File: src/rtl/mss_pkg.sv
// package: register map, field encodings and timing constants of the speed sequencer
package mss_pkg;
  // register byte offsets
  localparam logic [7:0] REG_RUN_MODE     = 8'h00;
  localparam logic [7:0] REG_END_SEG      = 8'h04;
  localparam logic [7:0] REG_TIME_UNIT    = 8'h08;
  localparam logic [7:0] REG_SRC_B_SEL    = 8'h0c;
  localparam logic [7:0] REG_COMBINE      = 8'h10;
  localparam logic [7:0] REG_GEN_ACCEL    = 8'h14;
  localparam logic [7:0] REG_GEN_DECEL    = 8'h18;
  localparam logic [7:0] REG_CTRL_MODE    = 8'h1c;
  localparam logic [7:0] REG_STATUS       = 8'h20;
  localparam logic [7:0] REG_RAMP_BASE    = 8'h40;
  localparam logic [7:0] REG_SEG_BASE     = 8'h80;
  localparam int         SEG_STRIDE       = 3;
  // reset values
  localparam logic [15:0] RST_RUN_MODE    = 16'h0001;
  localparam logic [15:0] RST_END_SEG     = 16'h0010;
  localparam logic [15:0] RST_TIME_UNIT   = 16'h0000;
  // encodings
  localparam logic [15:0] SRC_B_MULTISEG  = 16'h0005;
  localparam logic [15:0] COMB_B_ONLY     = 16'h0001;
  localparam logic [15:0] COMB_A_PLUS_B   = 16'h0002;
  localparam logic [15:0] COMB_A_B_SWITCH = 16'h0003;
  localparam logic [15:0] MODE_SINGLE     = 16'h0000;
  localparam logic [15:0] MODE_CYCLE      = 16'h0001;
  localparam logic [15:0] MODE_DIRECT     = 16'h0002;
  localparam logic [15:0] CTRL_SW_LO      = 16'h0003;
  localparam logic [15:0] CTRL_SW_HI      = 16'h0006;
  localparam int          NUM_SEG         = 16;
  localparam int          NUM_RAMP        = 4;
  // timing: one tenth of a second or of a minute
  localparam int          CLK_HZ          = 10_000_000;
  localparam int          TENTH_SEC_MS    = 100;
  localparam int          TENTH_MIN_MS    = 6000;
  localparam int          TICK_SEC_CYC    = CLK_HZ / 1000 * TENTH_SEC_MS;
  localparam int          TICK_MIN_CYC    = CLK_HZ / 1000 * TENTH_MIN_MS;
  // ahb
  localparam logic [1:0]  HTRANS_NONSEQ   = 2'h2;
  localparam logic [1:0]  HTRANS_SEQ      = 2'h3;
  typedef enum logic [2:0] {
    MSS_IDLE = 3'b001,
    MSS_RUN  = 3'b010,
    MSS_DONE = 3'b100
  } mss_state_t;
endpackage

File: src/rtl/mss_sequencer.sv
// multi-segment speed reference sequencer with AHB-Lite register slave
`timescale 1ns/1ps

module mss_sequencer #(
  parameter int TICK_SEC = mss_pkg::TICK_SEC_CYC,
  parameter int TICK_MIN = mss_pkg::TICK_MIN_CYC
) (
  input  wire logic        clk,
  input  wire logic        rst,
  input  wire logic        hsel,
  input  wire logic [31:0] haddr,
  input  wire logic [1:0]  htrans,
  input  wire logic        hwrite,
  input  wire logic [2:0]  hsize,
  input  wire logic [31:0] hwdata,
  input  wire logic        hready,
  output logic      [31:0] hrdata,
  output logic             hreadyout,
  output logic             hresp,
  input  wire logic        segment_select_bit0,
  input  wire logic        segment_select_bit1,
  input  wire logic        segment_select_bit2,
  input  wire logic        segment_select_bit3,
  input  wire logic        dirSelect,
  output logic      [15:0] sourceBSpeed,
  output logic             sourceBActive,
  output logic      [15:0] rampTime,
  output logic      [15:0] accelTime,
  output logic      [15:0] decelTime,
  output logic      [3:0]  activeSegment,
  output logic             modeSwitchAllowed,
  output logic             seqRunning
);
  // ****************************************************************
  // register slave
  // ****************************************************************
  logic [15:0] runMode_reg, endSeg_reg, timeUnit_reg, srcBSel_reg, combine_reg;
  logic [15:0] genAccel_reg, genDecel_reg, ctrlMode_reg;
  logic [15:0] ramp_reg [mss_pkg::NUM_RAMP];
  logic        wrPend_reg;
  logic [8:0]  addr_reg;
  logic [31:0] hrdata_reg;
  logic        rdSel_reg;
  logic        addrPhase;
  logic [15:0] memRdB;
  logic [15:0] memRdA;
  logic [5:0]  memRaddrA;
  logic [5:0]  memWaddr;
  logic        memWe;
  logic [31:0] statusWord;

  // segment memory runs 48 words past its base, beyond an 8-bit address
  function automatic logic isMem(input logic [8:0] a);
    return a >= {1'b0, mss_pkg::REG_SEG_BASE} &&
           a < 9'({1'b0, mss_pkg::REG_SEG_BASE} + 9'd192);
  endfunction

  function automatic logic [5:0] memIdx(input logic [8:0] a);
    logic [8:0] d;
    d = 9'(a - {1'b0, mss_pkg::REG_SEG_BASE});
    return d[7:2];
  endfunction

  assign addrPhase = hsel && hready && (htrans == mss_pkg::HTRANS_NONSEQ ||
                     htrans == mss_pkg::HTRANS_SEQ);
  assign memWe     = wrPend_reg && isMem(addr_reg);
  assign memWaddr  = memIdx(addr_reg);

  always_ff @(posedge clk or posedge rst)
  begin
    if (rst)
    begin
      wrPend_reg <= 1'b0;
      addr_reg   <= 9'h000;
    end
    else
    begin
      wrPend_reg <= addrPhase && hwrite;
      if (addrPhase)
      begin
        addr_reg <= haddr[8:0];
      end
    end
  end

  always_ff @(posedge clk or posedge rst)
  begin
    if (rst)
    begin
      runMode_reg  <= mss_pkg::RST_RUN_MODE;
      endSeg_reg   <= mss_pkg::RST_END_SEG;
      timeUnit_reg <= mss_pkg::RST_TIME_UNIT;
      srcBSel_reg  <= 16'h0000;
      combine_reg  <= 16'h0000;
      genAccel_reg <= 16'h0000;
      genDecel_reg <= 16'h0000;
      ctrlMode_reg <= 16'h0000;
      for (int i = 0; i < mss_pkg::NUM_RAMP; i++)
      begin
        ramp_reg[i] <= 16'h0000;
      end
    end
    else if (wrPend_reg && !isMem(addr_reg))
    begin
      unique case (addr_reg[7:0])
        mss_pkg::REG_RUN_MODE:  runMode_reg  <= hwdata[15:0];
        mss_pkg::REG_END_SEG:   endSeg_reg   <= hwdata[15:0];
        mss_pkg::REG_TIME_UNIT: timeUnit_reg <= hwdata[15:0];
        mss_pkg::REG_SRC_B_SEL: srcBSel_reg  <= hwdata[15:0];
        mss_pkg::REG_COMBINE:   combine_reg  <= hwdata[15:0];
        mss_pkg::REG_GEN_ACCEL: genAccel_reg <= hwdata[15:0];
        mss_pkg::REG_GEN_DECEL: genDecel_reg <= hwdata[15:0];
        mss_pkg::REG_CTRL_MODE: ctrlMode_reg <= hwdata[15:0];
        8'h40, 8'h44, 8'h48, 8'h4c: ramp_reg[addr_reg[3:2]] <= hwdata[15:0];
        default: ;
      endcase
    end
  end

  // read data of the register file, taken up by the wait-state flop below
  always_comb
  begin
    unique case (addr_reg[7:0])
      mss_pkg::REG_RUN_MODE:  hrdata_reg = {16'h0000, runMode_reg};
      mss_pkg::REG_END_SEG:   hrdata_reg = {16'h0000, endSeg_reg};
      mss_pkg::REG_TIME_UNIT: hrdata_reg = {16'h0000, timeUnit_reg};
      mss_pkg::REG_SRC_B_SEL: hrdata_reg = {16'h0000, srcBSel_reg};
      mss_pkg::REG_COMBINE:   hrdata_reg = {16'h0000, combine_reg};
      mss_pkg::REG_GEN_ACCEL: hrdata_reg = {16'h0000, genAccel_reg};
      mss_pkg::REG_GEN_DECEL: hrdata_reg = {16'h0000, genDecel_reg};
      mss_pkg::REG_CTRL_MODE: hrdata_reg = {16'h0000, ctrlMode_reg};
      mss_pkg::REG_STATUS:    hrdata_reg = statusWord;
      8'h40, 8'h44, 8'h48, 8'h4c: hrdata_reg = {16'h0000, ramp_reg[addr_reg[3:2]]};
      default:                hrdata_reg = 32'h0000_0000;
    endcase
  end

  // one wait state per read, so hrdata leaves a flop on the same edge that raises hreadyout
  always_ff @(posedge clk or posedge rst)
  begin
    if (rst)
    begin
      rdSel_reg <= 1'b0;
      hrdata    <= 32'h0000_0000;
      hreadyout <= 1'b1;
    end
    else
    begin
      rdSel_reg <= 1'b0;
      if (addrPhase && !hwrite)
      begin
        hreadyout <= 1'b0;
        rdSel_reg <= 1'b1;
      end
      else if (rdSel_reg)
      begin
        hreadyout <= 1'b1;
        hrdata    <= isMem(addr_reg) ? {16'h0000, memRdA} : hrdata_reg;
      end
    end
  end

  assign hresp     = 1'b0;
  assign memRaddrA = (addrPhase && !hwrite) ? memIdx(haddr[8:0]) : memIdx(addr_reg);

  // ****************************************************************
  // segment sequencer
  // ****************************************************************
  mss_pkg::mss_state_t state_reg, state_next;
  logic [3:0]  seg_reg, seg_next;
  logic [15:0] tenths_reg, tenths_next;
  logic [31:0] tick_reg, tick_next;
  logic [5:0]  memRaddrB;
  logic [1:0]  field_reg, field_next;
  logic [15:0] spd_reg, spd_next, runT_reg, runT_next, rsel_reg, rsel_next;
  logic [3:0]  selIn;
  logic        msActive;
  logic [3:0]  lastSeg;
  logic        tickDone;

  assign selIn    = {segment_select_bit3, segment_select_bit2,
                     segment_select_bit1, segment_select_bit0};
  assign msActive = srcBSel_reg == mss_pkg::SRC_B_MULTISEG;
  assign lastSeg  = (endSeg_reg >= 16'd1 && endSeg_reg <= 16'd16) ?
                    4'(endSeg_reg - 16'd1) : 4'hf;
  assign tickDone = tick_reg >= ((timeUnit_reg == 16'h0000) ? 32'(TICK_SEC - 1)
                                 : 32'(TICK_MIN - 1));
  // three words per segment: speed, run time, ramp select
  assign memRaddrB = 6'(seg_reg * mss_pkg::SEG_STRIDE) + {4'h0, field_reg};

  mss_seg_mem u_mem (
    .clk    (clk),
    .we     (memWe),
    .waddr  (memWaddr),
    .wdata  (hwdata[15:0]),
    .raddrA (memRaddrA),
    .rdataA (memRdA),
    .raddrB (memRaddrB),
    .rdataB (memRdB)
  );

  always_comb
  begin
    state_next  = state_reg;
    seg_next    = seg_reg;
    tenths_next = tenths_reg;
    tick_next   = tick_reg;
    field_next  = (field_reg == 2'd2) ? 2'd0 : 2'(field_reg + 2'd1);
    spd_next    = spd_reg;
    runT_next   = runT_reg;
    rsel_next   = rsel_reg;
    // parameter fetch cycles through the three words of the segment
    unique case (field_reg)
      2'd1: spd_next  = memRdB;
      2'd2: runT_next = memRdB;
      2'd0: rsel_next = memRdB;
      default: ;
    endcase
    if (!msActive)
    begin
      state_next  = mss_pkg::MSS_IDLE;
      seg_next    = 4'h0;
      tenths_next = 16'h0000;
      tick_next   = 32'h0;
    end
    else if (runMode_reg == mss_pkg::MODE_DIRECT)
    begin
      state_next = mss_pkg::MSS_RUN;
      seg_next   = selIn;
    end
    else
    begin
      unique case (state_reg)
        mss_pkg::MSS_IDLE:
        begin
          state_next  = mss_pkg::MSS_RUN;
          seg_next    = 4'h0;
          tenths_next = 16'h0000;
          tick_next   = 32'h0;
        end
        mss_pkg::MSS_RUN:
        begin
          tick_next = tickDone ? 32'h0 : tick_reg + 32'h1;
          if (tickDone)
          begin
            tenths_next = tenths_reg + 16'h1;
          end
          // time counts from entry; step once it elapses
          if (tenths_reg >= runT_reg && field_reg == 2'd0)
          begin
            tenths_next = 16'h0000;
            tick_next   = 32'h0;
            if (seg_reg >= lastSeg)
            begin
              if (runMode_reg == mss_pkg::MODE_CYCLE)
              begin
                seg_next = 4'h0;
              end
              else
              begin
                state_next = mss_pkg::MSS_DONE;
              end
            end
            else
            begin
              seg_next = seg_reg + 4'h1;
            end
          end
        end
        mss_pkg::MSS_DONE: ;
        default: state_next = mss_pkg::MSS_IDLE;
      endcase
    end
  end

  always_ff @(posedge clk or posedge rst)
  begin
    if (rst)
    begin
      state_reg  <= mss_pkg::MSS_IDLE;
      seg_reg    <= 4'h0;
      tenths_reg <= 16'h0000;
      tick_reg   <= 32'h0;
      field_reg  <= 2'd0;
      spd_reg    <= 16'h0000;
      runT_reg   <= 16'h0000;
      rsel_reg   <= 16'h0000;
    end
    else
    begin
      state_reg  <= state_next;
      seg_reg    <= seg_next;
      tenths_reg <= tenths_next;
      tick_reg   <= tick_next;
      field_reg  <= field_next;
      spd_reg    <= spd_next;
      runT_reg   <= runT_next;
      rsel_reg   <= rsel_next;
    end
  end

  // ****************************************************************
  // outputs
  // ****************************************************************
  logic [15:0] segRamp;
  logic        segRampMode;

  always_comb
  begin
    segRamp = 16'h0000;
    if (rsel_reg >= 16'd1 && rsel_reg <= 16'd4)
    begin
      segRamp = ramp_reg[2'(rsel_reg - 16'd1)];
    end
  end

  assign segRampMode = msActive && (combine_reg == mss_pkg::COMB_B_ONLY ||
                       combine_reg == mss_pkg::COMB_A_PLUS_B ||
                       combine_reg == mss_pkg::COMB_A_B_SWITCH);

  always_ff @(posedge clk or posedge rst)
  begin
    if (rst)
    begin
      sourceBSpeed      <= 16'h0000;
      sourceBActive     <= 1'b0;
      rampTime          <= 16'h0000;
      accelTime         <= 16'h0000;
      decelTime         <= 16'h0000;
      activeSegment     <= 4'h0;
      modeSwitchAllowed <= 1'b0;
      seqRunning        <= 1'b0;
    end
    else
    begin
      // only source B carries the sequence
      sourceBActive <= segRampMode;
      if (!msActive || state_reg != mss_pkg::MSS_RUN)
      begin
        sourceBSpeed <= 16'h0000;
      end
      else
      begin
        sourceBSpeed <= dirSelect ? 16'(-spd_reg) : spd_reg;
      end
      rampTime      <= segRamp;
      accelTime     <= segRampMode ? segRamp : genAccel_reg;
      decelTime     <= segRampMode ? segRamp : genDecel_reg;
      activeSegment <= seg_reg;
      modeSwitchAllowed <= ctrlMode_reg >= mss_pkg::CTRL_SW_LO &&
                           ctrlMode_reg <= mss_pkg::CTRL_SW_HI;
      seqRunning    <= state_reg == mss_pkg::MSS_RUN;
    end
  end

  assign statusWord = {24'h0, seqRunning, 3'h0, seg_reg};

  // ****************************************************************
  // checks
  // ****************************************************************
  inactive_zero_a: assert property (@(posedge clk) disable iff (rst)
    !msActive |=> sourceBSpeed == 16'h0000) else $error("speed not zero when off");
  direct_seg_a: assert property (@(posedge clk) disable iff (rst)
    msActive && runMode_reg == mss_pkg::MODE_DIRECT |=> seg_reg == $past(selIn))
    else $error("direct select wrong");
  dir_invert_a: assert property (@(posedge clk) disable iff (rst)
    msActive && state_reg == mss_pkg::MSS_RUN && dirSelect
    |=> sourceBSpeed == 16'(-$past(spd_reg))) else $error("direction not inverted");
  mode_sw_a: assert property (@(posedge clk) disable iff (rst)
    ctrlMode_reg == 16'd6 |=> modeSwitchAllowed) else $error("mode switch flag");
  gen_ramp_a: assert property (@(posedge clk) disable iff (rst)
    !msActive |=> accelTime == $past(genAccel_reg)) else $error("general ramp");
  zero_ramp_a: assert property (@(posedge clk) disable iff (rst)
    rsel_reg == 16'h0000 |=> rampTime == 16'h0000) else $error("ramp not zero");
  single_stop_a: assert property (@(posedge clk) disable iff (rst)
    state_reg == mss_pkg::MSS_DONE && msActive && runMode_reg == mss_pkg::MODE_SINGLE
    |=> state_reg == mss_pkg::MSS_DONE) else $error("single run restarted");
  cycle_wrap_a: assert property (@(posedge clk) disable iff (rst)
    state_reg == mss_pkg::MSS_RUN && msActive && runMode_reg == mss_pkg::MODE_CYCLE
    |=> state_reg != mss_pkg::MSS_DONE) else $error("cycle run stopped");
  cover_direct_c: cover property (@(posedge clk) msActive && runMode_reg == mss_pkg::MODE_DIRECT);
  cover_done_c: cover property (@(posedge clk) state_reg == mss_pkg::MSS_DONE);
  cover_wrap_c: cover property (@(posedge clk) seg_reg == 4'hf ##1 seg_reg == 4'h0);
endmodule

File: src/rtl/mss_seg_mem.sv
// segment parameter memory: speed, run time and ramp select per segment
`timescale 1ns/1ps
module mss_seg_mem #(
  parameter int DEPTH = 48,
  parameter int AW    = 6
) (
  input  wire logic          clk,
  input  wire logic          we,
  input  wire logic [AW-1:0] waddr,
  input  wire logic [15:0]   wdata,
  input  wire logic [AW-1:0] raddrA,
  output logic      [15:0]   rdataA,
  input  wire logic [AW-1:0] raddrB,
  output logic      [15:0]   rdataB
);
  // every word powers up at zero, so segment 1 starts at zero speed
  logic [15:0] mem [DEPTH] = '{default: 16'h0000};

  always_ff @(posedge clk)
  begin
    if (we)
    begin
      mem[waddr] <= wdata;
    end
    rdataA <= mem[raddrA];
    rdataB <= mem[raddrB];
  end
endmodule

File: config.mk
export PLATFORM = sky130hd
export DESIGN_NAME = mss_sequencer
export DESIGN_NICKNAME = d
export VERILOG_FILES = /design/src/rtl/mss_pkg.sv /design/src/rtl/mss_sequencer.sv /design/src/rtl/mss_seg_mem.sv
export SDC_FILE = /design/constraint.sdc
export NUM_CORES = 2
export LEC_CHECK = 0
export BUFFER_PORTS_ARGS = -buffer_cell sky130_fd_sc_hd__buf_4
export CORE_MARGIN = 2
export CORE_UTILIZATION = 41
export DETAILED_ROUTE_END_ITERATION = 6
export HOLD_SLACK_MARGIN = 0.06
export SKIP_CTS_REPAIR_TIMING = 1
export SYNTH_ARGS = -nofsm -noshare
export SYNTH_HDL_FRONTEND = slang
export SYNTH_HIERARCHICAL = 1
export SYNTH_SLANG_ARGS = --single-unit
File: constraint.sdc
create_clock -name clk -period 16.9 [get_ports clk]
set_clock_uncertainty 0.15 [all_clocks]
set_input_delay 0.845 -clock clk [delete_from_list [all_inputs] [get_ports clk]]
set_output_delay 0.845 -clock clk [all_outputs]
set_load 0.005 [all_outputs]
==> Word level (Yosys, flattened, before mapping) <==
Memory sizes are Yosys's and may differ from the RTL's. A register that Yosys moved wholly into a read port is not among the register bits.
Cells that the tools add are included.
{ "op_classes": {"n_addsub": 10, "mul": 1, "n_div": 0, "magnitude_cmp": 14, "eq_ne": 35, "n_shift": 0, "n_mux": 47, "bitwise": 3, "reduce_logical": 39} }
{ "ops": {"columns": ["operator", "n"], "rows": [
  ["16-bit 2-to-1 mux", 14],
  ["32-bit 2-to-1 mux", 5],
  ["16-bit case mux with 10 select lines", 1],
  ["16-bit binary-select mux with 2-bit select", 2],
  ["64-bit bitwise mux", 1],
  ["32-bit case mux with 2 select lines", 1],
  ["16-bit by 2-bit equality test with 1-bit output (second input constant)", 3],
  ["32-bit by 1-bit adder with 32-bit output (second input constant)", 1],
  ["16-bit demux with 2-bit select", 1],
  ["16-bit by 1-bit equality test with 1-bit output (second input constant)", 2],
  ["8-bit by 5-bit equality test with 1-bit output (second input constant)", 4],
  ["8-bit by 7-bit equality test with 1-bit output (second input constant)", 4],
  ["16-bit by 1-bit greater-or-equal comparator with 1-bit output (second input constant)", 2],
  ["32-bit by 26-bit greater-or-equal comparator with 1-bit output", 1],
  ["16-bit by 3-bit less-or-equal comparator with 1-bit output (second input constant)", 2],
  ["16-bit case mux with 2 select lines", 1],
  ["26-bit 2-to-1 mux", 1],
  ["4-bit 2-to-1 mux", 6],
  ["2-bit AND reduction", 11],
  ["16-bit by 1-bit adder with 16-bit output (second input constant)", 1],
  ["16-bit by 3-bit equality test with 1-bit output (second input constant)", 1],
  ["8-bit by 4-bit equality test with 1-bit output (second input constant)", 2],
  ["16-bit greater-or-equal comparator", 1],
  ["16-bit by 2-bit greater-or-equal comparator with 1-bit output (second input constant)", 1],
  ["46 further kinds", 80]
]} }
{ "totals": {"regBits": 412, "latchBits": 0, "ramBits": 768, "romBits": 0, "input_bits": 79, "output_inout_bits": 105, "elab_cells": 183, "memories": 1} }
{ "memory_table": {"columns": ["memory", "words", "width", "read_ports", "rd_clocked_by_memory_dff", "write_ports", "line", "rtl"], "rows": [
  ["u_mem.mem", 48, 16, 2, 2, 1, "mss_seg_mem.sv:17", "logic [15:0] mem [DEPTH] = '{default: 16'h0000};"]
]} }

==> Logic depth before layout (Yosys ltp) <==
{ "logic_depth": {"word_depth": 9, "mapped_depth": 15, "mapped_depth_nobuf": 15} }

==> Hierarchy <==
Netlist, hierarchy kept.
{ "modules_own_cells": {"columns": ["mod", "instances", "cells_each", "area_per_inst_um2", "seq_area_each_um2"], "rows": [
  ["mss_seg_mem", 1, 2148, 37001.7, 23702.7],
  ["mss_sequencer", 1, 1687, 19149.6, 9914.5]
]} }

==> Worst setup path after synthesis <==
Ideal clock, no wire load.
{ "synth_timing": {"path_type": "reg-to-reg", "from": "reg addr_reg[6]", "to": "mem u_mem.mem[16][0], enable pin", "arrival_time_ps": 3188, "t_required_ps": 16341, "path_slack_ps": 13153, "stages_incl_launch_ff": 10, "synth_period_minus_slack_ps": 3747, "path_cell_list": "dfrtp_1 -> clkbuf_1 -> nor2_1 -> nand2_1 -> o21ai_1 -> clkbuf_1 -> and2_1 -> nor4bb_1 -> nand2b_1 -> nor3_1"} }
{ "synth_via": {"elab_chain_cells": 5, "elab_cells_between_ends": 7, "cone_classes": "1 x add/sub; 2 x order compare; 2 x mux; 2 x reduce/logical"} }
{ "synth_rtl": {"columns": ["element", "line", "rtl"], "rows": [
  ["start, declared", "mss_sequencer.sv:41", "logic [8:0] addr_reg;"],
  ["start signal, assigned", "mss_sequencer.sv:81", "addr_reg <= haddr[8:0];"],
  ["9-bit by 8-bit greater-or-equal comparator with 1-bit output / 9-bit < comparator (equally long branches)", "mss_sequencer.sv:54, mss_sequencer.sv:55", null],
  ["1-bit logical AND (*)", "mss_sequencer.sv:54", "return a >= {1'b0, mss_pkg::REG_SEG_BASE} &&"],
  ["1-bit logical AND (*)", "mss_sequencer.sv:66", "assign memWe = wrPend_reg && isMem(addr_reg);"],
  ["via memWe", "mss_sequencer.sv:49", "logic memWe;"],
  ["1-bit 2-to-1 mux (*)", "mss_seg_mem.sv:21", "if (we)"],
  ["1-bit 2-to-1 mux (not written as such) (*)", "mss_seg_mem.sv:23", "mem[waddr] <= wdata;"],
  ["end, declared", "mss_seg_mem.sv:17", null]
]} }
Mark *: on every way through the listed nets, which the timed path passes. The rest lies on a longest branch.

==> Worst setup path in the final report <==
{ "layout_timing": {"from": "in htrans[1]", "to": "reg u_mem.rdataA[15] (read register of u_mem.mem)"} }
{ "layout_via": {"elab_chain_cells": 5, "elab_cells_between_ends": 6, "cone_classes": "2 x eq/ne; 1 x mux; 3 x reduce/logical"} }
{ "layout_rtl": {"columns": ["element", "line", "rtl"], "rows": [
  ["start, declared", "mss_sequencer.sv:12", "input wire logic [1:0] htrans,"],
  ["2-bit equality test (on tied branches)", "mss_sequencer.sv:64, mss_sequencer.sv:65", null],
  ["1-bit logical OR (*)", "mss_sequencer.sv:64", "assign addrPhase = hsel && hready && (htrans == mss_pkg::HTRANS_NONSEQ ||"],
  ["1-bit logical AND (*)", "mss_sequencer.sv:64", null],
  ["1-bit logical AND (*)", "mss_sequencer.sv:164", "assign memRaddrA = (addrPhase && !hwrite) ? memIdx(haddr[8:0]) : memIdx(addr_reg);"],
  ["6-bit 2-to-1 mux (*)", "mss_sequencer.sv:164", null],
  ["via memRaddrA[0]", "mss_sequencer.sv:47", "logic [5:0] memRaddrA;"],
  ["end, declared", "mss_seg_mem.sv:12", "output logic [15:0] rdataA,"]
]} }
Marked as above.
A chain may end at the register's enable or synchronous reset.

==> run_results.csv <==
group,metric,value,unit
clocking,clock-sinks,1196,
logic_synthesis,synth_cell_types,71,
global_route,grt_overflow,0,
finish,drive_gt1_frac,0.231,
finish,nets,4066,
logic_synthesis,yosysSeqAreaShare,0.599,
routing,dr.pass1.iters,6,
routing,num_vias,35600,
routing,avgViaCountPerCell,6.11,
logic_synthesis,synth_ff_type,"edfxtp_1",
global_route,grt_pass1_wl,241,mm
logic_synthesis,synth.top_cell.area_share,0.411,
clocking,clk_pin_slew,0.05,ns
floorplanning,die_width,374,um
finish,fin_util,0.467,
finish,area_growth,12.8,%
worst_setup_path,r2r_start,"seg_reg[0]",
floorplanning,core.rowCount,135,
routing,first_iter_violations,3568,
routing,wire_per_inst,28.7,um
worst_setup_path,crit_fanout,48,
timing,max_freq,170,MHz
timing,period_needed,5.88,ns
placed_design,io_buffers,123,
timing,hold_violations,0,
power,peakVddDrop,0.0883,mV
routing,drc_errors,0,
timing,rsz0062_at_grt,"false",
worst_setup_path,end_kind,"flop",
timing,finalMaxSlewViolations,0,
power,p_leak,24.9,nW
floorplanning,dieArea,140000,um^2
floorplanning,initial_core_util,0.414,
worst_setup_path,reg2reg_depth,13,
timing,setup_viol,0,
timing,slew_headroom,0.163,
logic_synthesis,synth_edf_count,768,
clocking,cts_made_buffers,135,
floorplanning,top_level_ports,184,
routing,totalWireLength,167,mm
clocking,clockBufferDepth,3,
worst_setup_path,worstPathArrival,6.42,ns
finish,largest_reg_flops,768,
logic_synthesis,ys_ff_latch,1196,
placed_design,gp_congestion,0.886,
worst_setup_path,rrSetupSlack,11.15,ns
worst_hold_path,hold_path.class,"in2async",
timing,post-route-period-util,0.348,
power,powerDensity,111,nW/um^2
flow_run,cap_violations,0,
timing,setup_tns,0,ns
routing,ant_nets,0,
clocking,cts_tree,"built",
clocking,clock_latency,0.79,ns
logic_synthesis,syn_area,56200,um^2
logic_synthesis,syn_inst,3835,
floorplanning,core,136000,um^2
timing,worst_slew_pin_slew,1.26,ns
placed_design,hpwlAfterDp,102,mm
worst_setup_path,worstSetupPathType,"in2reg",
global_route,grt_max_degree,161,
global_route,gr-usage-all-layers,0.236,
worst_setup_path,cp-start-kind,"input pin",
worst_setup_path,required,17.44,ns
worst_setup_path,reg2reg_to,"u_mem/rdataB[15]",
logic_synthesis,yosys_warnings,6,
clocking,cts-htree-levels,4,
global_route,first_global_vias,34900,
logic_synthesis,syn_avg_cell_area,14.6,um^2
logic_synthesis,synth_async_sr_flop_share,0.331,
clocking,cts_root_buf,"clkbuf_16",
run_status,status,"finished clean",
logic_synthesis,synth_area_leaders,"edfxtp_1 (41%), dfrtp_1 (17%), mux2i_1 (9.4%)",
global_route,antenna_found_initial,9,
floorplanning,floorplan.die.height,374,um
logic_synthesis,post-synth-top-area-cell,"edfxtp_1",
==> metrics by stage <==
step           hold slack [ns]  instances  cell area (um^2)  setup WS [ns]  total power [mW]
6_report                0.0711       5830             63300          11.02              7.04
5_1_grt                  0.121       5825             63300          10.86              7.25
4_1_cts                 0.0904       5825             63300          11.11              7.08
3_5_place_dp             0.326       5582             58900          10.30              4.16
3_3_place_gp             0.327       5582             58900          10.26              4.15
2_1_floorplan            0.294       3851             56200           4.90              3.81
==> worst max-delay path by stage <==
stage	to	startpoint	slack, ns
floorplan	accelTime[0]	rst	4.90
global placement	u_mem/rdataA[3]	htrans[1]	10.26
detailed placement	u_mem/rdataA[3]	htrans[1]	10.30
CTS	u_mem/rdataA[3]	htrans[1]	11.11
global route	u_mem/rdataA[15]	htrans[1]	10.86
finish	u_mem/rdataA[15]	htrans[1]	11.02
==> routing by layer <==
layer,global-route usage,wire (um)
met1,0.337,72500
met2,0.358,75200
met3,0.0516,14400
met4,0.0762,4900
met5,0,26
==> worst max-delay path, stage by stage <==
cell	delay, ns
buf_4	0.08
nand3_1	0.46
nor2_1	0.89
mux2_8	0.69
buf_4	0.74
buf_4	0.69
mux2i_1	0.16
a22o_1	0.26
a221oi_1	0.81
o22ai_1	0.29
o41ai_2	0.36
==> where the power goes <==
group | internal (mW) | switching (mW)
sequential | 3.17 | 0.0692
combinational | 0.324 | 0.551
clock | 1.71 | 1.22
total | 5.20 | 1.84
==> area by class of cell <==
| cell class | count | area (um^2) |
|---|---|---|
| fill | 11800 | 72300 |
| sequential | 1196 | 33600 |
| multi-input combinational | 2290 | 21000 |
| clock buffer | 191 | 3800 |
| tap | 1781 | 2230 |
| timing repair buffer | 238 | 1810 |
| clock inverter | 52 | 594 |
| inverter | 77 | 297 |
| antenna | 5 | 12.5 |
==> placed cells by master, fill, tap and decap left out, types with 31 or more instances in the layout <==
master,netlist,routed
buf_4,38,236
clkbuf_1,134,40
nor2_2,6,39
o21ai_0,166,165
mux2i_1,528,527
a21oi_1,97,97
edfxtp_1,768,768
mux4_2,205,205
mux2_2,209,207
nor4_1,31,31
dfxtp_1,32,32
a22oi_1,165,165
ha_1,47,45
nand2_1,199,199
nor2_1,137,102
a221oi_1,68,68
o22ai_1,36,36
a22o_1,65,65
inv_1,77,76
clkbuf_16,0,140
dfrtp_1,392,390
==> kinds of logic (layout without fill, tap and decap cells) <==
kind of cell	count (synthesis)	count (layout)	synth area share
DFF	1196	1196	0.599
muxes	942	942	0.218
AOI/OAI and AO/OA	684	684	0.0850
and+or+nand+nor	560	560	0.0476
buffers and inverters	365	558	0.0332
adders and majority gates	49	49	0.0112
xor gates and xnor gates	38	38	0.00593
other	1	22	0.0000668
==> cell usage after synthesis (all sizes together), types with 25 or more instances <==
cell and number:
mux2 209, dfrtp 392, mux4 205, o22ai 36
mux2i 528, ha 47, a22oi 165, o41ai 36
nor2b 31, clkbuf 134, buf 154, a221oi 68
nor2 143, nand2 199, dfxtp 32, inv 77
a21oi 98, o21ai 167, a22o 65, edfxtp 768
nor3 25, nor4 32
Power figures use the tool's default switching activity.
